### src/logic/cfd_pkg.sv
// constants for the can fd frame mode control block
package cfd_pkg;

    // bus geometry
    localparam int ADDR_W = 8;
    localparam int DATA_W = 32;
    localparam int BE_W   = 4;

    // register indices; byte address is four times the index
    localparam logic [7:0] MODE_IDX   = 8'h00;
    localparam logic [7:0] LBT0_IDX   = 8'h01;
    localparam logic [7:0] LBT1_IDX   = 8'h02;
    localparam logic [7:0] NBT_IDX    = 8'h03;
    localparam logic [7:0] DBT_IDX    = 8'h04;
    localparam logic [7:0] FDCTRL_IDX = 8'h24;
    localparam logic [7:0] FDSTAT_IDX = 8'h25;

    localparam logic [7:0] MODE_ADDR   = {MODE_IDX[5:0], 2'b00};
    localparam logic [7:0] LBT0_ADDR   = {LBT0_IDX[5:0], 2'b00};
    localparam logic [7:0] LBT1_ADDR   = {LBT1_IDX[5:0], 2'b00};
    localparam logic [7:0] NBT_ADDR    = {NBT_IDX[5:0], 2'b00};
    localparam logic [7:0] DBT_ADDR    = {DBT_IDX[5:0], 2'b00};
    localparam logic [7:0] FDCTRL_ADDR = {FDCTRL_IDX[5:0], 2'b00};
    localparam logic [7:0] FDSTAT_ADDR = {FDSTAT_IDX[5:0], 2'b00};

    // mode register layout
    localparam int MODE_RST_BIT = 0;
    localparam logic MODE_RST_RESET = 1'b1;

    // fd_frame_control field positions
    localparam int FDCTRL_W     = 6;
    localparam int FDEN_BIT     = 0;
    localparam int BRSEN_BIT    = 1;
    localparam int EXTBT_BIT    = 2;
    localparam int ISO_BIT      = 3;
    localparam int NORETX_BIT   = 4;
    localparam int RESTRICT_BIT = 5;
    localparam logic [FDCTRL_W-1:0] FDCTRL_RESET = 6'h00;

    // fd status layout: five sticky indicators, operating state on top
    localparam int EVT_W       = 5;
    localparam int STATE_LSB   = 6;
    localparam int STATE_W     = 2;
    localparam logic [EVT_W-1:0]   EVT_RESET   = 5'h00;
    localparam logic [STATE_W-1:0] STATE_RESET = 2'h0;

    // legacy timing register width
    localparam int LBT_W = 8;
    localparam logic [LBT_W-1:0] LBT_RESET = 8'h00;

endpackage

### src/logic/cfd_cfg_if.sv
// configuration bundle from the register file to the timing selector
`timescale 1ns/1ps
`default_nettype none
interface cfd_cfg_if #(
    parameter int TIMING_W = 32
);
    logic                  arb_nominal;     // arbitration uses nominal timing
    logic                  brs_en;          // data-phase rate switch enabled
    logic                  fd_en;           // flexible-data-rate format
    logic [15:0]           legacy_timing;   // legacy pair, high byte is _1
    logic [TIMING_W-1:0]   nominal_timing;  // nominal bit timing word
    logic [TIMING_W-1:0]   data_timing;     // data-phase timing and sample point

    modport ctrl (output arb_nominal, brs_en, fd_en, legacy_timing, nominal_timing, data_timing);
    modport sel  (input arb_nominal, brs_en, fd_en, legacy_timing, nominal_timing, data_timing);
endinterface
`default_nettype wire

### src/logic/cfd_ctrl.sv
// fd frame mode control: register slave, reset-mode guard and fd status capture
//
// Design decisions made here: the register offsets and the Avalon-MM slave port.
`timescale 1ns/1ps
`default_nettype none
module cfd_ctrl #(
    parameter int TIMING_W = 32  // nominal and data timing word width
) (
    input  wire logic                        core_clk,         // core clock, 100 MHz
    input  wire logic                        arst_n,           // async reset, active low
    input  wire logic [cfd_pkg::ADDR_W-1:0]  avs_address,      // byte address
    input  wire logic                        avs_read,         // read request
    input  wire logic                        avs_write,        // write request
    input  wire logic [cfd_pkg::DATA_W-1:0]  avs_writedata,    // write data
    input  wire logic [cfd_pkg::BE_W-1:0]    avs_byteenable,   // byte lanes
    output logic      [cfd_pkg::DATA_W-1:0]  avs_readdata,     // read data
    output logic                             avs_waitrequest,  // slave stall
    input  wire logic                        data_phase,       // engine in data phase
    input  wire logic [cfd_pkg::EVT_W-1:0]   fd_err_evt,       // fd error event pulses
    input  wire logic [cfd_pkg::STATE_W-1:0] op_state,         // engine operating state
    output logic                             ctrl_in_reset,    // reset-mode bit
    output logic                             fd_format,        // fd frame format on
    output logic                             brs_enable,       // rate switch enabled
    output logic                             iso_format,       // iso fd format select
    output logic                             no_retransmit,    // auto retransmit off
    output logic                             restricted_mode,  // restricted operation
    output logic      [TIMING_W-1:0]         arb_timing,       // arbitration timing word
    output logic      [TIMING_W-1:0]         phase_timing      // timing for current bit
);

    // the legacy pair fills 16 bits and the bus carries 32
    if (TIMING_W < 16 || TIMING_W > cfd_pkg::DATA_W) begin : g_bad_width
        $error("TIMING_W must lie between 16 and 32");
    end

    // register state
    logic                              mode_rst_r;
    logic [cfd_pkg::FDCTRL_W-1:0]      fdctrl_r;
    logic [cfd_pkg::EVT_W-1:0]         fd_evt_r;
    logic [cfd_pkg::STATE_W-1:0]       fd_state_r;
    logic [cfd_pkg::LBT_W-1:0]         lbt0_r;
    logic [cfd_pkg::LBT_W-1:0]         lbt1_r;
    logic [TIMING_W-1:0]               nbt_r;
    logic [TIMING_W-1:0]               dbt_r;
    logic                              wait_r;
    logic [cfd_pkg::DATA_W-1:0]        rdata_r;
    logic [cfd_pkg::DATA_W-1:0]        rdata_nxt;

    // bus decode
    logic                              wr_go;
    logic                              rd_go;
    logic [5:0]                        word_sel;
    logic                              sel_mode;
    logic                              sel_lbt0;
    logic                              sel_lbt1;
    logic                              sel_nbt;
    logic                              sel_dbt;
    logic                              sel_fdctrl;
    logic                              sel_fdstat;
    logic [cfd_pkg::DATA_W-1:0]        wmask;
    logic [cfd_pkg::EVT_W-1:0]         evt_clr;
    logic                              fdctrl_wr_ok;

    cfd_cfg_if #(.TIMING_W(TIMING_W)) cfg ();

    // a write lands at the edge where waitrequest is seen low
    assign wr_go    = avs_write && !wait_r;
    assign rd_go    = avs_read && wait_r;
    assign word_sel = avs_address[7:2];

    // word decode; the low two address bits are ignored
    always_comb begin
        sel_mode   = (word_sel == cfd_pkg::MODE_ADDR[7:2]);
        sel_lbt0   = (word_sel == cfd_pkg::LBT0_ADDR[7:2]);
        sel_lbt1   = (word_sel == cfd_pkg::LBT1_ADDR[7:2]);
        sel_nbt    = (word_sel == cfd_pkg::NBT_ADDR[7:2]);
        sel_dbt    = (word_sel == cfd_pkg::DBT_ADDR[7:2]);
        sel_fdctrl = (word_sel == cfd_pkg::FDCTRL_ADDR[7:2]);
        sel_fdstat = (word_sel == cfd_pkg::FDSTAT_ADDR[7:2]);
    end

    // byte-lane mask built per lane
    for (genvar i = 0; i < cfd_pkg::BE_W; i++) begin : g_wmask
        assign wmask[i*8 +: 8] = {8{avs_byteenable[i]}};
    end

    // mode bits accept writes only in reset mode
    assign fdctrl_wr_ok = wr_go && sel_fdctrl && avs_byteenable[0] && mode_rst_r;

    // write one to clear a sticky indicator
    assign evt_clr = (wr_go && sel_fdstat && avs_byteenable[0])
                     ? avs_writedata[cfd_pkg::EVT_W-1:0] : '0;

    // waitrequest: high when idle, low for exactly one cycle per request
    always_ff @(posedge core_clk or negedge arst_n) begin
        if (!arst_n) begin
            wait_r <= 1'b1;
        end else if (!wait_r) begin
            wait_r <= 1'b1;
        end else if (avs_read || avs_write) begin
            wait_r <= 1'b0;
        end
    end

    // read mux; unmapped words and reserved bits read as zero
    always_comb begin
        rdata_nxt = '0;
        case (1'b1)
            sel_mode: begin
                rdata_nxt[cfd_pkg::MODE_RST_BIT] = mode_rst_r;
            end
            sel_lbt0: begin
                rdata_nxt[cfd_pkg::LBT_W-1:0] = lbt0_r;
            end
            sel_lbt1: begin
                rdata_nxt[cfd_pkg::LBT_W-1:0] = lbt1_r;
            end
            sel_nbt: begin
                rdata_nxt[TIMING_W-1:0] = nbt_r;
            end
            sel_dbt: begin
                rdata_nxt[TIMING_W-1:0] = dbt_r;
            end
            sel_fdctrl: begin
                rdata_nxt[cfd_pkg::FDCTRL_W-1:0] = fdctrl_r;
            end
            sel_fdstat: begin
                rdata_nxt[cfd_pkg::EVT_W-1:0] = fd_evt_r;
                rdata_nxt[cfd_pkg::STATE_LSB +: cfd_pkg::STATE_W] = fd_state_r;
            end
            default: begin
                rdata_nxt = '0;
            end
        endcase
    end

    // read data is captured on the first cycle and stands through the answer
    always_ff @(posedge core_clk or negedge arst_n) begin
        if (!arst_n) begin
            rdata_r <= '0;
        end else if (rd_go) begin
            rdata_r <= rdata_nxt;
        end
    end

    // reset-mode bit, writable at any time; starts in reset
    always_ff @(posedge core_clk or negedge arst_n) begin
        if (!arst_n) begin
            mode_rst_r <= cfd_pkg::MODE_RST_RESET;
        end else if (wr_go && sel_mode && avs_byteenable[0]) begin
            mode_rst_r <= avs_writedata[cfd_pkg::MODE_RST_BIT];
        end
    end

    // fd frame control; writes outside reset mode are dropped silently
    always_ff @(posedge core_clk or negedge arst_n) begin
        if (!arst_n) begin
            fdctrl_r <= cfd_pkg::FDCTRL_RESET;
        end else if (fdctrl_wr_ok) begin
            fdctrl_r <= avs_writedata[cfd_pkg::FDCTRL_W-1:0];
        end
    end

    // legacy timing pair
    always_ff @(posedge core_clk or negedge arst_n) begin
        if (!arst_n) begin
            lbt0_r <= cfd_pkg::LBT_RESET;
            lbt1_r <= cfd_pkg::LBT_RESET;
        end else if (wr_go && avs_byteenable[0]) begin
            if (sel_lbt0) begin
                lbt0_r <= avs_writedata[cfd_pkg::LBT_W-1:0];
            end
            if (sel_lbt1) begin
                lbt1_r <= avs_writedata[cfd_pkg::LBT_W-1:0];
            end
        end
    end

    // nominal and data-phase timing words honour every byte lane
    always_ff @(posedge core_clk or negedge arst_n) begin
        if (!arst_n) begin
            nbt_r <= '0;
            dbt_r <= '0;
        end else if (wr_go) begin
            if (sel_nbt) begin
                nbt_r <= (nbt_r & ~wmask[TIMING_W-1:0])
                         | (avs_writedata[TIMING_W-1:0] & wmask[TIMING_W-1:0]);
            end
            if (sel_dbt) begin
                dbt_r <= (dbt_r & ~wmask[TIMING_W-1:0])
                         | (avs_writedata[TIMING_W-1:0] & wmask[TIMING_W-1:0]);
            end
        end
    end

    // sticky indicators: in fd mode a new event wins over a clear in the same cycle
    always_ff @(posedge core_clk or negedge arst_n) begin
        if (!arst_n) begin
            fd_evt_r <= cfd_pkg::EVT_RESET;
        end else if (fdctrl_r[cfd_pkg::FDEN_BIT]) begin
            fd_evt_r <= (fd_evt_r & ~evt_clr) | fd_err_evt;
        end else begin
            fd_evt_r <= fd_evt_r & ~evt_clr;
        end
    end

    // operating state snapshot, frozen while classic format is chosen
    always_ff @(posedge core_clk or negedge arst_n) begin
        if (!arst_n) begin
            fd_state_r <= cfd_pkg::STATE_RESET;
        end else if (fdctrl_r[cfd_pkg::FDEN_BIT]) begin
            // state tracked only in fd mode
            fd_state_r <= op_state;
        end
    end

    // configuration handed to the timing selector
    assign cfg.arb_nominal    = fdctrl_r[cfd_pkg::EXTBT_BIT];
    assign cfg.brs_en         = fdctrl_r[cfd_pkg::BRSEN_BIT];
    assign cfg.fd_en          = fdctrl_r[cfd_pkg::FDEN_BIT];
    assign cfg.legacy_timing  = {lbt1_r, lbt0_r};
    assign cfg.nominal_timing = nbt_r;
    assign cfg.data_timing    = dbt_r;

    cfd_phase_sel #(
        .TIMING_W     (TIMING_W)
    ) u_phase_sel (
        .core_clk     (core_clk),
        .arst_n       (arst_n),
        .cfg          (cfg.sel),
        .data_phase   (data_phase),
        .arb_timing   (arb_timing),
        .phase_timing (phase_timing)
    );

    // outputs straight from the control flops
    assign avs_readdata    = rdata_r;
    assign avs_waitrequest = wait_r;
    assign ctrl_in_reset   = mode_rst_r;
    assign fd_format       = fdctrl_r[cfd_pkg::FDEN_BIT];
    assign brs_enable      = fdctrl_r[cfd_pkg::BRSEN_BIT];
    assign iso_format      = fdctrl_r[cfd_pkg::ISO_BIT];
    assign no_retransmit   = fdctrl_r[cfd_pkg::NORETX_BIT];
    assign restricted_mode = fdctrl_r[cfd_pkg::RESTRICT_BIT];

    // bus answer comes one cycle after the request is seen
    a_bus_answer_time: assert property (
        @(posedge core_clk) disable iff (!arst_n)
        ((avs_read || avs_write) && avs_waitrequest) |=> !avs_waitrequest ##1 avs_waitrequest)
        else $error("waitrequest not low for exactly one cycle");

    a_ctrl_locked_run: assert property (
        @(posedge core_clk) disable iff (!arst_n)
        (!mode_rst_r && !(wr_go && sel_mode)) |=> $stable(fdctrl_r))
        else $error("mode bits changed outside reset mode");

    a_ctrl_write_reset: assert property (
        @(posedge core_clk) disable iff (!arst_n)
        (wr_go && sel_fdctrl && avs_byteenable[0] && mode_rst_r)
            |=> fdctrl_r == $past(avs_writedata[cfd_pkg::FDCTRL_W-1:0]))
        else $error("mode bits not written in reset mode");

    a_format_write: assert property (
        @(posedge core_clk) disable iff (!arst_n)
        (fdctrl_wr_ok && avs_writedata[cfd_pkg::FDEN_BIT]) |=> fd_format ##1 fd_format)
        else $error("fd format not taken from format enable bit");

    a_format_classic: assert property (
        @(posedge core_clk) disable iff (!arst_n)
        (fdctrl_wr_ok && !avs_writedata[cfd_pkg::FDEN_BIT]) |=> !fd_format)
        else $error("classic format not taken from format enable bit");

    a_status_frozen: assert property (
        @(posedge core_clk) disable iff (!arst_n)
        !fdctrl_r[cfd_pkg::FDEN_BIT] |=> (fd_evt_r & ~$past(fd_evt_r)) == '0)
        else $error("fd indicator set in classic mode");

    a_status_capture: assert property (
        @(posedge core_clk) disable iff (!arst_n)
        (fdctrl_r[cfd_pkg::FDEN_BIT] && fd_err_evt[0]) |=> fd_evt_r[0])
        else $error("fd indicator event lost in fd mode");

    // the state snapshot must not drift while classic format is chosen
    a_state_frozen: assert property (
        @(posedge core_clk) disable iff (!arst_n)
        !fdctrl_r[cfd_pkg::FDEN_BIT] |=> $stable(fd_state_r))
        else $error("operating state snapshot moved in classic mode");

    // a clear landing with an event must not swallow that event
    a_status_set_wins: assert property (
        @(posedge core_clk) disable iff (!arst_n)
        (fdctrl_r[cfd_pkg::FDEN_BIT] && (fd_err_evt & evt_clr) != '0)
            |=> (fd_evt_r & $past(fd_err_evt)) == $past(fd_err_evt))
        else $error("fd indicator event lost to a clear");

endmodule
`default_nettype wire

### src/logic/cfd_phase_sel.sv
// picks the bit timing word for the arbitration and data phases
`timescale 1ns/1ps
`default_nettype none
module cfd_phase_sel #(
    parameter int TIMING_W = 32
) (
    input  wire logic                core_clk,     // core clock
    input  wire logic                arst_n,       // async reset, active low
    cfd_cfg_if.sel                   cfg,          // configuration from registers
    input  wire logic                data_phase,   // protocol engine is in data phase
    output logic [TIMING_W-1:0]      arb_timing,   // timing for arbitration phase
    output logic [TIMING_W-1:0]      phase_timing  // timing for the current bit
);

    logic [TIMING_W-1:0] legacy_ext;
    logic [TIMING_W-1:0] arb_sel;

    // arbitration source select
    always_comb begin
        legacy_ext = TIMING_W'(cfg.legacy_timing);
        arb_sel = cfg.arb_nominal ? cfg.nominal_timing : legacy_ext;
    end

    // registered so the timing outputs never glitch with register writes
    always_ff @(posedge core_clk or negedge arst_n) begin
        if (!arst_n) begin
            arb_timing <= '0;
        end else begin
            arb_timing <= arb_sel;
        end
    end

    // classic frames carry no switch bit, so fd_en gates the rate change too
    always_ff @(posedge core_clk or negedge arst_n) begin
        if (!arst_n) begin
            phase_timing <= '0;
        end else begin
            phase_timing <= (data_phase && cfg.brs_en && cfg.fd_en) ? cfg.data_timing : arb_sel;
        end
    end

    a_arb_legacy_sel: assert property (
        @(posedge core_clk) disable iff (!arst_n)
        !cfg.arb_nominal |=> arb_timing == $past(legacy_ext))
        else $error("arbitration timing not taken from legacy pair");

    a_arb_nominal_sel: assert property (
        @(posedge core_clk) disable iff (!arst_n)
        cfg.arb_nominal |=> arb_timing == $past(cfg.nominal_timing))
        else $error("arbitration timing not taken from nominal register");

    a_no_rate_switch: assert property (
        @(posedge core_clk) disable iff (!arst_n)
        !cfg.brs_en |=> phase_timing == arb_timing)
        else $error("rate switched while switch disabled");

    a_data_phase_timing: assert property (
        @(posedge core_clk) disable iff (!arst_n)
        (cfg.brs_en && cfg.fd_en && data_phase) |=> phase_timing == $past(cfg.data_timing))
        else $error("data phase not timed from data timing register");

endmodule
`default_nettype wire

### config.mk
export PLATFORM = sky130hd
export DESIGN_NAME = cfd_ctrl
export DESIGN_NICKNAME = d
export VERILOG_FILES = /design/src/logic/cfd_pkg.sv /design/src/logic/cfd_cfg_if.sv /design/src/logic/cfd_ctrl.sv /design/src/logic/cfd_phase_sel.sv
export SDC_FILE = /design/constraint.sdc
export NUM_CORES = 1
export LEC_CHECK = 0
export ABC_CLOCK_PERIOD_IN_PS = 2000
export BUFFER_PORTS_ARGS = -buffer_cell sky130_fd_sc_hd__buf_2
export CAP_MARGIN = 20
export CORE_MARGIN = 8
export CORE_UTILIZATION = 30
export CTS_BUF_LIST = sky130_fd_sc_hd__clkbuf_4
export CTS_CLUSTER_SIZE = 14
export DETAILED_ROUTE_END_ITERATION = 16
export GPL_TIMING_DRIVEN = 0
export SYNTH_ARGS = -nofsm -noshare
export SYNTH_HDL_FRONTEND = slang
export SYNTH_SLANG_ARGS = --single-unit
### constraint.sdc
create_clock -name core_clk -period 2 [get_ports core_clk]
set_input_delay 0.1 -clock core_clk [delete_from_list [all_inputs] [get_ports core_clk]]
set_output_delay 0.1 -clock core_clk [all_outputs]
set_load 0.02 [all_outputs]
# Yosys cells after proc, flatten, opt, wreduce, memory -nomap -nowiden
# Index checks and enable logic that the tools add are counted.
[op_classes]
eq_ne = 6
muxes = 38
bitwise = 9
reduce_logical = 19
[ops]
columns = ["operator", "count"]
rows = [
  ["$mux 24", 5],
  ["$and 32x32->32", 3],
  ["$mux 32", 2],
  ["$or 32x32->32", 2],
  ["$not 32->32", 1],
  ["$mux 4", 7],
  ["$mux 1", 15],
  ["$mux 2", 7],
  ["$eq 6x2->1 const B", 2],
  ["$eq 6x6->1 const B", 2],
  ["$logic_and 1x1->1", 12],
  ["$mux 5", 2],
  ["$reduce_and 2->1", 4],
  ["$eq 6x1->1 const B", 1],
  ["$eq 6x3->1 const B", 1],
  ["$logic_not 6->1", 1],
  ["$and 5x5->5", 1],
  ["$not 5->5", 1],
  ["$or 5x5->5", 1],
  ["$logic_not 1->1", 1],
  ["$logic_or 1x1->1", 1],
]
[totals]
ff_bits = 191
wordCells = 84

# Logic depth before layout (Yosys ltp)
[depth]
depth_word = 9
depth_mapped = 7
ltp_nobuf = 4

# Cells and area by module
# Synthesis repeated with hierarchy kept, for this count alone.
[hier_totals]
cells_unflattened = 563
hier_area_um2 = 7767.4
[modules_own_cells]
columns = ["mod", "n_inst", "cells_per_inst", "area_per_inst_um2", "seq_area_each_um2"]
rows = [
  ["cfd_ctrl", 1, 428, 5386.4, 3180.6],
  ["cfd_phase_sel", 1, 135, 2381.0, 1601.5],
]

# Least setup slack after synthesis
# No wires, ideal clock.
[synth_path]
path_kind = "reg2reg"
start = "register fdctrl_r[0] (netlist name)"
end = "register u_phase_sel.phase_timing[16]"
setup_time_ns = 0.125
arrival_ns = 1.554
required_time_ns = 1.875
path_slack_ns = 0.321
stages_incl_launch_ff = 5
n_path_buf = 2
cell_sequence = "dfrtp_1 clkbuf_1 nand3_1 buf_1 mux2_2"
[synth_via]
elab_chain_cells = 2
[synth_lines]
columns = ["element", "line_no", "rtl"]
rows = [
  ["start, declared", "cfd_ctrl.sv:38", "logic [cfd_pkg::FDCTRL_W-1:0] fdctrl_r;"],
  ["start signal, assigned", "cfd_ctrl.sv:158", "fdctrl_r <= cfd_pkg::FDCTRL_RESET;"],
  ["start signal, assigned", "cfd_ctrl.sv:160", "fdctrl_r <= avs_writedata[cfd_pkg::FDCTRL_W-1:0];"],
  ["$logic_and 1x1->1", "cfd_phase_sel.sv:38", "phase_timing <= (data_phase && cfg.brs_en && cfg.fd_en) ? cfg.data_timing : arb_sel;"],
  ["$mux 32", "cfd_phase_sel.sv:38", ""],
  ["end signal, assigned", "cfd_phase_sel.sv:38", ""],
  ["end, declared", "cfd_phase_sel.sv:12", "output logic [TIMING_W-1:0] phase_timing"],
]
# No other way between the ends.
# A chain may end at the register's enable or synchronous reset.

# Worst setup path in the final report
[layout_path]
start = "register wait_r (netlist: avs_waitrequest)"
end = "register lbt0_r[0] (netlist name)"
[layout_via]
elab_chain_cells = 4
[layout_lines]
columns = ["element", "line_no", "rtl"]
rows = [
  ["start, declared", "cfd_ctrl.sv:45", "logic wait_r;"],
  ["start signal, assigned", "cfd_ctrl.sv:97", "wait_r <= 1'b1;"],
  ["start signal, assigned", "cfd_ctrl.sv:99", "wait_r <= 1'b1;"],
  ["start signal, assigned", "cfd_ctrl.sv:101", "wait_r <= 1'b0;"],
  ["$logic_not 1->1", "n/a", ""],
  ["$logic_and 1x1->1", "cfd_ctrl.sv:67", "assign wr_go = avs_write && !wait_r;"],
  ["$logic_and 1x1->1", "cfd_ctrl.sv:169", "end else if (wr_go && avs_byteenable[0]) begin"],
  ["$reduce_and 2->1 (no line)", "n/a", ""],
  ["end signal, assigned", "cfd_ctrl.sv:167", "lbt0_r <= cfd_pkg::LBT_RESET;"],
  ["end signal, assigned", "cfd_ctrl.sv:171", "lbt0_r <= avs_writedata[cfd_pkg::LBT_W-1:0];"],
  ["end, declared", "cfd_ctrl.sv:41", "logic [cfd_pkg::LBT_W-1:0] lbt0_r;"],
]
# No other way between the ends.

==> results.py <==
metrics = {
    "clock_network": {
        "cts_made_buffers": 17,
        "clockRootBuffer": "sky130_fd_sc_hd__clkbuf_4",
        "worstSkewPairLatency_ps": 590,
        "tritoncts": "done",
        "cts_htree_levels": 4,
        "cts_num_sinks": 191,
        "cts.path.max_buffers": 2,
        "worst_setup_hold_path_clk_slew_ps": 170,
    },
    "worst_setup_path": {
        "worst_setup_path_class": "reg2reg",
        "worst-path-stages": 4,
        "crit_path_end_kind": "flop",
        "crit_family": "simple AND/OR/NAND/NOR gates",
        "cpPeakStageDelay_ps": 480,
        "crit_path_dat_ps": 2390,
        "critical_path_peak_fanout": 8,
        "critPathBufInv": 0,
        "path_cells": "and3b_1 -> nand2_1 -> nor2_2 -> mux2_2",
        "critical_path.slowest_cell": "sky130_fd_sc_hd__nor2_2",
        "start_kind": "flop",
        "required_ps": 2470,
        "r2r_cells": 4,
    },
    "finish": {
        "finish.net_count": 876,
        "fin_area_um2": 9870,
        "areaGrowthSynthToFinish_pct": 26.0,
        "fin_util_pct": 38.2,
        "post_route_cells_drive_above_1_share_pct": 42.9,
    },
    "floorplanning": {
        "initial_core_util_pct": 30.3,
        "floorplan.die.height_um": 178,
        "core_area_um2": 25800,
        "std_cell_rows": 59,
        "floorplan.die_area_um2": 31500,
        "die_width_um": 178,
        "io_pins": 159,
    },
    "global_route": {
        "first_global_vias": 5795,
        "wire_length_of_the_first_global_routing_pass_mm": 35.4,
        "globalRouteTotalUtil_pct": 14.8,
        "grt_max_degree": 118,
        "grt_overflow_total": 0,
        "antenna_found_initial": 1,
    },
    "hold_path": {
        "holdCritPathClass": "in2reg",
        "min_path_cells": 5,
    },
    "logic_synthesis": {
        "synth_seq_cells": 191,
        "area_leader_netlist": "sky130_fd_sc_hd__dfrtp_1",
        "avgSynthCellArea_um2": 13.1,
        "synth_top_area_share_pct": 60.4,
        "ys_dominant_reg_cell": "sky130_fd_sc_hd__dfrtp_1",
        "synth.yosys.seq_area_share_pct": 61.0,
        "synth_fp_nets": 656,
        "synthArstFlopShare_pct": 100,
        "synth-edff-count": 0,
        "synthesis.area_um2": 7840,
        "synth.area.top_cells": "sky130_fd_sc_hd__dfrtp_1 60%, sky130_fd_sc_hd__mux2_2 18%, sky130_fd_sc_hd__nor2_1 2.6%",
        "yosysWarnings": 0,
        "post_synth_inst_count": 600,
        "synth.distinct_cells": 49,
    },
    "sta": {
        "setup_slack_ps": 72.8,
        "worstMarginPinSlew_ps": 883,
        "fmax_ghz": 0.519,
        "final_critical_path_time_including_i_o_delays_and_setup_ps": 1930,
        "fin_skew_ps": 26.5,
        "final.period_utilization_pct": 96.4,
        "timing.final.hold_violations": 0,
        "hold-worst-slack_ps": 107,
        "max_slew_margin_pct": 41.1,
        "setup_viol": 0,
        "rsz_0062_raised_after_global_routing": "yes",
        "slew_violations": 0,
    },
    "place": {
        "place_ws_ps": -255,
        "port-buffer-count": 155,
        "hpwlAfterDp_mm": 16.6,
        "detailed_place.area_um2": 9070,
        "place.gp.congestion": 0.871,
    },
    "drt": {
        "met2_wire_len_mm": 10.6,
        "detail_route.wl_per_cell_um": 19.5,
        "route.top_layer_used": "met4",
        "drt-total-wl_mm": 22.8,
        "num_vias": 5542,
        "drc_errors": 0,
        "detail_route.vias_per_cell": 4.73,
        "drtAntennaViolNets": 0,
        "m1WireLength_mm": 10.2,
        "detailedRoute.firstIterationViolations": 421,
        "met3_wirelength_mm": 1.77,
        "dr.pass1.iters": 5,
    },
    "power": {
        "total_leakage_power_nw": 5.01,
        "power.density_nw_per_um2": 716,
        "vdd_ir_drop_max_mv": 0.452,
        "report.power.total_mw": 7.07,
    },
    "run": {
        "drv.max_cap_violation_count": 0,
    },
    "status": {
        "status": "finished clean",
    },
}
## where the power goes
part           switching, mW  internal, mW
clock network           1.63         0.642
logic                  0.410         0.283
registers              0.103          4.00
## worst paths after layout
kind | from | slack, ps | endpoint
max | avs_waitrequest | 70 | lbt0_r[0]
min | avs_address[7] | 110 | avs_readdata[3]
max reg2reg | avs_waitrequest | 70 | lbt0_r[0]
min reg2reg | avs_readdata[5] | 500 | avs_readdata[5]
max in group asynchronous | arst_n | 890 | ctrl_in_reset
min in group asynchronous | arst_n | 160 | async pin
## logic make-up after synthesis
group | count (synthesis) | share of synthesized area [%]
muxes | 129 | 18.5
and+or+nand+nor | 151 | 10.3
AOI/OAI and AO/OA | 96 | 8.10
DFF | 191 | 61.0
buffers and inverters | 33 | 2.09
## layer usage
layer	vias to the layer above	global-route usage, %
met2	179	23.3
met3	9	4.02
met5	-	0
met4	0	2.57
li1	2579	-
met1	2775	20.3
## layout make-up
type / instances / area (um^2)
diodes: 3 / 7.51
inverters: 2 / 7.51
plain buffers: 31 / 169
clock inverters: 15 / 201
repair buffers: 201 / 1260
flip-flops and latches: 191 / 4780
fillers: 2577 / 16000
multi-input cells: 376 / 2900
clock buffers: 17 / 128
well taps: 335 / 419
## worst register-to-register path, delay by kind of cell (launching register included)
| kind | cells | cell delay (ps) |
|---|---|---|
| flip-flops | 1 | 430 |
| multiplexers | 1 | 410 |
| AND/OR/NAND/NOR | 3 | 1000 |
## placed cells by master, fill, tap and decap left out, types with 3 or more instances in the layout
cell type                       count
sky130_fd_sc_hd__a21oi_1           11
sky130_fd_sc_hd__dfrtp_1          189
sky130_fd_sc_hd__o21ai_1            4
sky130_fd_sc_hd__inv_12             5
sky130_fd_sc_hd__a22oi_1           25
sky130_fd_sc_hd__a221oi_1           4
sky130_fd_sc_hd__dlygate4sd3_1     45
sky130_fd_sc_hd__inv_6              4
sky130_fd_sc_hd__diode_2            3
sky130_fd_sc_hd__and2_1            17
sky130_fd_sc_hd__a22o_1             5
sky130_fd_sc_hd__nor2b_1            4
sky130_fd_sc_hd__a311oi_1           3
sky130_fd_sc_hd__mux2_2           126
sky130_fd_sc_hd__buf_2            161
sky130_fd_sc_hd__clkbuf_2           8
sky130_fd_sc_hd__clkinv_8           4
sky130_fd_sc_hd__o21ai_0           27
sky130_fd_sc_hd__nand3_1            3
sky130_fd_sc_hd__buf_4              4
sky130_fd_sc_hd__nor2_1            55
sky130_fd_sc_hd__clkbuf_4          18
sky130_fd_sc_hd__nand2_1           41
sky130_fd_sc_hd__nor3_1             3
sky130_fd_sc_hd__clkbuf_1           9
sky130_fd_sc_hd__nor2_4             8
sky130_fd_sc_hd__o22ai_1            3
## synthesized netlist by cell type (4+ instances only)
library cell / instances
sky130_fd_sc_hd__dfrtp_1: 189
sky130_fd_sc_hd__mux2_2: 126
sky130_fd_sc_hd__nor2_1: 55
sky130_fd_sc_hd__nand2_1: 42
sky130_fd_sc_hd__o21ai_0: 27
sky130_fd_sc_hd__a22oi_1: 25
sky130_fd_sc_hd__and2_1: 17
sky130_fd_sc_hd__clkbuf_1: 17
sky130_fd_sc_hd__a21oi_1: 11
sky130_fd_sc_hd__nor2_4: 8
sky130_fd_sc_hd__a22o_1: 5
sky130_fd_sc_hd__buf_2: 5
sky130_fd_sc_hd__a221oi_1: 4
sky130_fd_sc_hd__buf_4: 4
sky130_fd_sc_hd__nand3_1: 4
sky130_fd_sc_hd__nor2b_1: 4
sky130_fd_sc_hd__o21ai_1: 4
## repair_timing
| action | in CTS | in global routing |
|---|---|---|
| setup endpoints to repair | 29 | 34 |
| pin swaps | 0 | 0 |
| hold buffers | 45 | 0 |
| hold endpoints to repair | 213 | 0 |
| gates resized for setup | 5 | 13 |
| buffers inserted | 0 | 0 |
## through the flow
stage | TNS, ps | instances
after global placement | -447770 | 1090
final | 0 | 1171
after detailed placement | -2880 | 1091
after CTS | 0 | 1168
after floorplan | 0 | 600
after global routing | -6.03 | 1170
Power figures use the tool's default switching activity.
